===== src/wdc_regs.vh =====
// Purpose: register map, field positions and timing counts of the watchdog control block
// Assumes: 8-bit register port, byte offsets as decoded by the core's I/O space
// Notes:   definitions only
`ifndef WDC_REGS_VH
`define WDC_REGS_VH

// register offsets
`define WDC_ADDR_CTRL      8'h21
`define WDC_ADDR_CAUSE     8'h22

// control/status fields
`define WDC_B_IRQ_FLAG     7
`define WDC_B_IRQ_EN       6
`define WDC_B_PSEL_HI      5
`define WDC_B_UNLOCK       4
`define WDC_B_ENABLE       3
`define WDC_B_PSEL_LO_H    2
`define WDC_B_PSEL_LO_L    0

// reset cause fields
`define WDC_B_WDOG_CAUSE   3
`define WDC_B_BROWN_CAUSE  2
`define WDC_B_PIN_CAUSE    1
`define WDC_B_POWER_CAUSE  0
`define WDC_CAUSE_RSVD     4'h0

// reset values
`define WDC_RST_PSEL       4'h0
`define WDC_RST_UNLOCK     3'h0
`define WDC_RST_COUNT      20'h00000
`define WDC_RST_BYTE       8'h00

// unlock window length in system clock cycles
`define WDC_UNLOCK_CYCLES  3'h4
`define WDC_UNLOCK_STEP    3'h1

// period: 2048 oscillator cycles shifted left by the select code
`define WDC_OSC_KHZ        128
`define WDC_PERIOD_BASE    21'h000800
`define WDC_PERIOD_ONE     21'h000001
`define WDC_PSEL_MAX       4'h9
`define WDC_COUNT_STEP     20'h00001

`endif


===== src/wdc_top.v =====
// Purpose: watchdog control, protected configuration and reset cause flags
// Assumes: oscillator and strap arrive from outside the MCLK domain; core
//          signals (restart, global enable, vector taken) are MCLK-synchronous
// Notes:   cause flags survive SRST; only a power-on event reinitialises them
//
// Functional notes
// - level one: starts off, enable by writing one
// - level two: always runs, enable reads one
// - level two: period change via unlock window
// - level two: disable sequence never stops it
// - cause register upper four bits read zero
// - watchdog cause flag: set, cleared by POR/write
// - brown-out cause flag: set, cleared by POR/write
// - pin cause flag: set, cleared by POR/write
// - power-on flag cleared only by software
// - irq flag set on timeout, cleared by ack/write-one
// - interrupt requested only with both enables
// - timeout action follows enable pair table
// - timeout clears irq enable when enable set
// - unlock bit self-clears after four cycles
// - enable clears only inside unlock window
// - period select changes only inside window
// - level one: cause flag forces enable on
// - period codes 0..9 give 2K..1024K cycles
// - period select at bits 5 and 2..0
// - strap selects safety level and initial state
// - counter runs from separate slow oscillator
// - watchdog reset pulse lasts one cycle
// - counter cleared by restart, disable, reset
//
// The address-and-strobe port was chosen for this implementation.
`timescale 1ns/100ps
`include "wdc_regs.vh"

module wdc_top (
  // clock and reset
  MCLK,
  SRST,
  // register port
  REG_ADDR,
  REG_WDATA,
  REG_WR,
  REG_RD,
  REG_RDATA,
  // asynchronous inputs
  WDOSC_CLK,
  SAFETY_LEVEL_FUSE,
  POR_EVT,
  BOR_EVT,
  PIN_EVT,
  // core side
  RESTART_INSTR,
  GLOBAL_IRQ_EN,
  IRQ_VECTOR_TAKEN,
  // outputs
  TIMEOUT_IRQ,
  WDT_RESET_PULSE,
  WDT_RUNNING
);
  // clock and reset
  input  wire       MCLK;
  input  wire       SRST;
  // register port
  input  wire [7:0] REG_ADDR;
  input  wire [7:0] REG_WDATA;
  input  wire       REG_WR;
  input  wire       REG_RD;
  output wire [7:0] REG_RDATA;
  // asynchronous inputs
  input  wire       WDOSC_CLK;
  input  wire       SAFETY_LEVEL_FUSE;
  input  wire       POR_EVT;
  input  wire       BOR_EVT;
  input  wire       PIN_EVT;
  // core side
  input  wire       RESTART_INSTR;
  input  wire       GLOBAL_IRQ_EN;
  input  wire       IRQ_VECTOR_TAKEN;
  // outputs
  output wire       TIMEOUT_IRQ;
  output wire       WDT_RESET_PULSE;
  output wire       WDT_RUNNING;

  // terminal count for a period code
  function [19:0] period_last;
    input [3:0] sel;
    reg   [3:0] eff;
    reg   [20:0] span;
    begin
      eff  = (sel > `WDC_PSEL_MAX) ? `WDC_PSEL_MAX : sel;
      span = (`WDC_PERIOD_BASE << eff) - `WDC_PERIOD_ONE;
      period_last = span[19:0];
    end
  endfunction

  // exact match of a register offset against the bus address
  function addr_hit;
    input [7:0] addr;
    input [7:0] offset;
    begin
      addr_hit = (addr == offset);
    end
  endfunction

  // a cause bit survives a write only where the written bit is one
  function cause_keep;
    input wr_en;
    input wr_bit;
    input cur;
    begin
      cause_keep = cur & ~(wr_en & ~wr_bit);
    end
  endfunction

  // synchronisers: first stage feeds only the second
  reg  [4:0] sync1_ff;
  reg  [4:0] sync2_ff;
  reg  [3:0] edge_ff;
  wire [4:0] async_in;

  assign async_in = {SAFETY_LEVEL_FUSE, PIN_EVT, BOR_EVT, POR_EVT, WDOSC_CLK};

  localparam N_ASYNC = 5;
  localparam N_EVENT = 4;

  genvar gi;
  generate
    for (gi = 0; gi < N_ASYNC; gi = gi + 1) begin : g_sync
      always @(posedge MCLK) begin
        sync1_ff[gi] <= async_in[gi];
        sync2_ff[gi] <= sync1_ff[gi];
      end
    end
    // edge history is taken from the second stage only
    for (gi = 0; gi < N_EVENT; gi = gi + 1) begin : g_edge
      always @(posedge MCLK) begin
        edge_ff[gi] <= sync2_ff[gi];
      end
    end
  endgenerate

  wire level_two;
  wire osc_tick;
  wire por_rise;
  wire bor_rise;
  wire pin_rise;

  assign level_two = sync2_ff[4];
  assign osc_tick  = sync2_ff[0] & ~edge_ff[0];
  assign por_rise  = sync2_ff[1] & ~edge_ff[1];
  assign bor_rise  = sync2_ff[2] & ~edge_ff[2];
  assign pin_rise  = sync2_ff[3] & ~edge_ff[3];

  // register state
  reg        enable_ff;
  reg        irq_en_ff;
  reg        irq_flag_ff;
  reg  [3:0] psel_ff;
  reg  [2:0] unlock_ff;
  reg  [19:0] count_ff;
  reg        rst_pulse_ff;
  reg        wdog_cause_ff;
  reg        brown_cause_ff;
  reg        pin_cause_ff;
  reg        power_cause_ff;
  reg  [7:0] rdata_ff;

  reg        nxt_enable;
  reg        nxt_irq_en;
  reg        nxt_irq_flag;
  reg  [3:0] nxt_psel;
  reg  [2:0] nxt_unlock;
  reg  [19:0] nxt_count;

  // decode
  wire wr_ctrl;
  wire wr_cause;
  wire rd_ctrl;
  wire rd_cause;
  wire unlock_open;
  wire unlock_start;

  assign wr_ctrl      = REG_WR & addr_hit(REG_ADDR, `WDC_ADDR_CTRL);
  assign wr_cause     = REG_WR & addr_hit(REG_ADDR, `WDC_ADDR_CAUSE);
  assign rd_ctrl      = REG_RD & addr_hit(REG_ADDR, `WDC_ADDR_CTRL);
  assign rd_cause     = REG_RD & addr_hit(REG_ADDR, `WDC_ADDR_CAUSE);
  assign unlock_open  = (unlock_ff != `WDC_RST_UNLOCK);
  assign unlock_start = wr_ctrl & REG_WDATA[`WDC_B_UNLOCK] & REG_WDATA[`WDC_B_ENABLE];

  // effective enable: strap forces it in level two, the cause flag in level one
  wire enable_eff;
  wire running;
  wire at_last;
  wire timeout;
  wire timeout_rst;

  assign enable_eff  = enable_ff | level_two | wdog_cause_ff;
  assign running     = enable_eff | irq_en_ff;
  assign at_last     = (count_ff == period_last(psel_ff));
  assign timeout     = running & osc_tick & at_last & ~RESTART_INSTR;
  assign timeout_rst = timeout & enable_eff & ~irq_en_ff;

  // control register next state
  always @* begin
    nxt_enable   = enable_ff;
    nxt_irq_en   = irq_en_ff;
    nxt_irq_flag = irq_flag_ff;
    nxt_psel     = psel_ff;
    nxt_unlock   = unlock_ff;
    // window counts down; a fresh unlock write reloads it
    if (unlock_start) begin
      nxt_unlock = `WDC_UNLOCK_CYCLES;
    end else if (unlock_open) begin
      nxt_unlock = unlock_ff - `WDC_UNLOCK_STEP;
    end
    if (wr_ctrl) begin
      if (REG_WDATA[`WDC_B_ENABLE]) begin
        nxt_enable = 1'b1;
      end else if (unlock_open) begin
        // in level two this store has no effect on the running state
        nxt_enable = 1'b0;
      end
      if (unlock_open) begin
        nxt_psel = {REG_WDATA[`WDC_B_PSEL_HI],
                    REG_WDATA[`WDC_B_PSEL_LO_H:`WDC_B_PSEL_LO_L]};
      end
      nxt_irq_en = REG_WDATA[`WDC_B_IRQ_EN];
      if (REG_WDATA[`WDC_B_IRQ_FLAG]) begin
        nxt_irq_flag = 1'b0;
      end
    end
    if (IRQ_VECTOR_TAKEN) begin
      nxt_irq_flag = 1'b0;
    end
    // hardware events last so they win over software in the same cycle
    if (timeout & irq_en_ff) begin
      nxt_irq_flag = 1'b1;
    end
    if (timeout & enable_eff) begin
      nxt_irq_en = 1'b0;
    end
  end

  // counter next state
  always @* begin
    nxt_count = count_ff + `WDC_COUNT_STEP;
    if (~running | RESTART_INSTR) begin
      nxt_count = `WDC_RST_COUNT;
    end else if (~osc_tick) begin
      nxt_count = count_ff;
    end else if (at_last) begin
      nxt_count = `WDC_RST_COUNT;
    end
  end

  // control register and counter flops, one per field
  always @(posedge MCLK) begin
    if (SRST) begin
      enable_ff <= 1'b0;
    end else begin
      enable_ff <= nxt_enable;
    end
  end

  always @(posedge MCLK) begin
    if (SRST) begin
      irq_en_ff <= 1'b0;
    end else begin
      irq_en_ff <= nxt_irq_en;
    end
  end

  always @(posedge MCLK) begin
    if (SRST) begin
      irq_flag_ff <= 1'b0;
    end else begin
      irq_flag_ff <= nxt_irq_flag;
    end
  end

  always @(posedge MCLK) begin
    if (SRST) begin
      psel_ff <= `WDC_RST_PSEL;
    end else begin
      psel_ff <= nxt_psel;
    end
  end

  always @(posedge MCLK) begin
    if (SRST) begin
      unlock_ff <= `WDC_RST_UNLOCK;
    end else begin
      unlock_ff <= nxt_unlock;
    end
  end

  always @(posedge MCLK) begin
    if (SRST) begin
      count_ff <= `WDC_RST_COUNT;
    end else begin
      count_ff <= nxt_count;
    end
  end

  // registered so the pulse is exactly one clock wide
  always @(posedge MCLK) begin
    if (SRST) begin
      rst_pulse_ff <= 1'b0;
    end else begin
      rst_pulse_ff <= timeout_rst;
    end
  end

  // reset cause flags: not touched by SRST, so they outlive the resets they record
  always @(posedge MCLK) begin
    if (por_rise) begin
      power_cause_ff <= 1'b1;
    end else begin
      power_cause_ff <= cause_keep(wr_cause, REG_WDATA[`WDC_B_POWER_CAUSE],
                                   power_cause_ff);
    end
  end

  // set wins over a same-cycle software clear
  always @(posedge MCLK) begin
    if (por_rise) begin
      wdog_cause_ff <= 1'b0;
    end else begin
      wdog_cause_ff <= timeout_rst |
                       cause_keep(wr_cause, REG_WDATA[`WDC_B_WDOG_CAUSE], wdog_cause_ff);
    end
  end

  always @(posedge MCLK) begin
    if (por_rise) begin
      brown_cause_ff <= 1'b0;
    end else begin
      brown_cause_ff <= bor_rise |
                        cause_keep(wr_cause, REG_WDATA[`WDC_B_BROWN_CAUSE],
                                   brown_cause_ff);
    end
  end

  always @(posedge MCLK) begin
    if (por_rise) begin
      pin_cause_ff <= 1'b0;
    end else begin
      pin_cause_ff <= pin_rise |
                      cause_keep(wr_cause, REG_WDATA[`WDC_B_PIN_CAUSE], pin_cause_ff);
    end
  end

  // read data stands one cycle after the read strobe, zero otherwise
  reg  [7:0] nxt_rdata;

  always @* begin
    nxt_rdata = `WDC_RST_BYTE;
    if (rd_ctrl) begin
      nxt_rdata = {irq_flag_ff, irq_en_ff, psel_ff[3], unlock_open,
                   enable_eff, psel_ff[2:0]};
    end else if (rd_cause) begin
      nxt_rdata = {`WDC_CAUSE_RSVD, wdog_cause_ff, brown_cause_ff,
                   pin_cause_ff, power_cause_ff};
    end
  end

  always @(posedge MCLK) begin
    if (SRST) begin
      rdata_ff <= `WDC_RST_BYTE;
    end else begin
      rdata_ff <= nxt_rdata;
    end
  end

  assign REG_RDATA       = rdata_ff;
  assign TIMEOUT_IRQ     = irq_flag_ff & irq_en_ff & GLOBAL_IRQ_EN;
  assign WDT_RESET_PULSE = rst_pulse_ff;
  assign WDT_RUNNING     = running;

endmodule // wdc_top

===== config.mk =====
export PLATFORM = sky130hd
export DESIGN_NAME = wdc_top
export DESIGN_NICKNAME = d
export VERILOG_FILES = /design/src/wdc_top.v
export VERILOG_INCLUDE_DIRS = /design/src
export SDC_FILE = /design/constraint.sdc
export NUM_CORES = 1
export LEC_CHECK = 0
export ABC_AREA = 1
export BUFFER_PORTS_ARGS = -buffer_cell sky130_fd_sc_hd__buf_2
export CORE_MARGIN = 3
export CORE_UTILIZATION = 56
export DETAILED_ROUTE_END_ITERATION = 8
export PLACE_DENSITY_LB_ADDON = 0.3
export SLEW_MARGIN = 20
export SYNTH_ARGS = -nofsm -noshare
export SYNTH_HDL_FRONTEND = slang
export SYNTH_SLANG_ARGS = --single-unit
export TNS_END_PERCENT = 100

===== constraint.sdc =====
create_clock -name MCLK -period 2.2 [get_ports MCLK]
set_input_delay 0.11 -clock MCLK [delete_from_list [all_inputs] [get_ports MCLK]]
set_output_delay 0.11 -clock MCLK [all_outputs]
set_load 0.01 [all_outputs]

==> impl_metrics.toml <==
[global_route]
grt_pass1_vias = 2215
grt_max_degree = 15
grt_pass1_wl_mm = 9.56
grt_remaining_overflow = 0
antenna_found_initial = 0
grt_usage_pct = 24.0

[synth]
yosysTopAreaCell = "dfxtp_1"
yosysSeqAreaShare_pct = 45.9
synth_most_common_cell = "nand2_1"
synth.top_cells.by_area = "dfxtp_1, nand2_1, nor2_1"
netlist.area_leader.share_pct = 45.9
synth_nets = 371
synthArstFlopShare_pct = 0
synth_cell_types = 31
syn_avg_cell_area_um2 = 7.36
syn_inst = 338
ys_warn_count = 0
synth_seq_cells = 57
synth_edf_count = 0
synth_ff_type = "dfxtp_1"
synth_commonest_cells = "nand2_1, dfxtp_1, nor2_1"
netlist_area_um2 = 2490

[detailed_routing]
drc = 0
drtPass1Iterations = 4
vias = 2326
vias_per_cell = 5.18
initialDrtViolationCount = 234
wl_mm = 5.71
antenna_left = 0
post_drt_wl_per_cell_um = 12.7

[sta]
clock.fmax_mhz = 498
setup_viol = 0
slew_headroom_pct = 62.9
fin_crit_ns = 2.01
hold_viol = 0
tightest_slew_ns = 0.551
setup_slack_ns = 0.192
final.setup.tns_ns = 0
final_max_slew_viol_count = 0
whs_ns = 0.0389
period_share_pct = 91.3
rsz0062_at_grt = "false"
fin_skew_ns = 0.00455

[place]
place.gp.congestion = 0.995
place_area_um2 = 2730
dp_slack_ns = 0.150
place_hpwl_mm = 4.03
numPortBuffers = 38

[clock_tree]
insertion_delay_ns = 0.33
clk_pin_slew_ns = 0.06
cts_tree = "done"
cts-root-buf = "clkbuf_8"
htreeDepth = 3
clock_sink_count = 57
cts_buffer_depth = 2
cts_buffers = 9

[worst_setup_path]
path_buf_inv = 0
slowest_stage = "dfxtp_1"
crit_fanout = 3
cp-startpoint = "count_ff[0]$_SDFFE_PP0P_"
crit_path_start_kind = "register"
path_cells = "ha_1, nand3_1, nor2_1, nand2_1, nor2_2, nand2_1, nor2_2, nand2_1, nor2_1, xor2_1, nor2_1"
timing.rr.start = "count_ff[0]$_SDFFE_PP0P_"
worstPathArrival_ns = 2.24
r2r_slack_ns = 0.19
critPathCaptureType = "register"
crit_type = "reg -> reg"
cp.required_ns = 2.43
critPathMaxStageDelay_ns = 0.37
critPathTopFamily = "simple AND/OR/NAND/NOR gates"

[power]
power_density_nw_per_um2 = 759
leakage_nw = 1.38
ir_drop_mv = 0.641

[cells_and_area]
final_area_um2 = 3040
diodes = 0
fin_nets = 427
n_fill_cell = 322
drive_above_1_share_pct = 19.0
area_growth_syn_to_layout_pct = 22.0
finish.utilization_pct = 73.2

[floorplanning]
core_area_um2 = 4140
ioPinCount = 39
die_w_um = 72.7
dieArea_um2 = 5280
die_h_um = 72.7
rows = 23
initial_core_util_pct = 60.1

[hold_path]
hold_start = "IRQ_VECTOR_TAKEN"
hp-class = "in -> reg"

[job]
drv_cap = 0

[status]
status = "finished, final reports clean"
## worst paths after layout
path | end | cells after the start
worst min-delay path | irq_flag_ff$_SDFFE_PP0P_ | 3
worst min register to register | level_two$_DFF_P_ | 0
worst max-delay path | count_ff[18]$_SDFFE_PP0P_ | 11
worst max register to register | count_ff[18]$_SDFFE_PP0P_ | 11
## state kept, by name (all words and copies together) (netlist names)
signal,count
power_cause_ff,1
irq_en_ff,1
edge_ff,4
irq_flag_ff,1
level_two,1
psel_ff,4
REG_RDATA,8
sync2_ff,4
unlock_ff,3
brown_cause_ff,1
sync1_ff,5
enable_ff,1
WDT_RESET_PULSE,1
count_ff,20
pin_cause_ff,1
wdog_cause_ff,1
## cell type report
cell class              instances  area [um2]  share of cell area (%)
clock buffers                  11         151                    4.99
clock inverters                 5        53.8                    1.77
inverters                      46         173                    5.69
multi-input cells             233        1180                    38.9
flip-flops and latches         57        1140                    37.7
well taps                      50        62.6                    2.06
repair buffers                 47         270                    8.90
## kinds of logic after synthesis
group | after synthesis | share of synthesized area [%]
AND/OR/NAND/NOR | 183 | 32.5
buffers and inverters | 48 | 7.54
flip-flops | 57 | 45.9
adder cells (fa/ha/maj) | 5 | 2.51
AO/OA/AOI/OAI | 33 | 7.34
XOR/XNOR | 12 | 4.22
## metrics by stage
step	instances	total power (W)
after floorplan	338	0.00126
after global placement	425	0.00131
after CTS	446	0.00231
after detailed placement	425	0.00132
final	449	0.00230
after global routing	449	0.00239
## what timing repair did
item                                    CTS  global route
hold buffers                              5             0
setup buffers                             0             3
gates resized for setup                   0             6
endpoints found under the setup margin    0            17
hold endpoints to repair                  5             0
## power breakdown
part	leakage (nW)	switching, W	internal [W]
Clock	0.109	0.000420	0.000580
Sequential	0.467	0.0000198	0.00108
Combinational	0.807	0.000116	0.0000914
Total	1.38	0.000557	0.00175
## layout by cell type (no fill, tap or decap), types with 9 or more instances in the layout
master / instances
nand2_1: 79
nor2_1: 56
dfxtp_1: 55
inv_1: 41
buf_2: 38
nand3_1: 16
a21oi_1: 15
o21ai_0: 13
clkbuf_8: 11
xor2_1: 9
## per-layer routing
metal	part of all wire, %	GRT usage, %	up-vias
met3	7.6	5.23	20
li1	-	-	1181
met4	2.9	15.2	0
met1	42	29.4	1038
met2	47	38.2	87
met5	0	0	-
## worst reg2reg max path: stages, from the launching register on
cell and delay, ns:
dfxtp_1 0.37, ha_1 0.22, nand3_1 0.09, nor2_1 0.17
nand2_1 0.15, nor2_2 0.17, nand2_1 0.11, nor2_2 0.16
nand2_1 0.11, nor2_1 0.13, xor2_1 0.17, nor2_1 0.05
No activity file was read; power rests on OpenSTA's default activity.
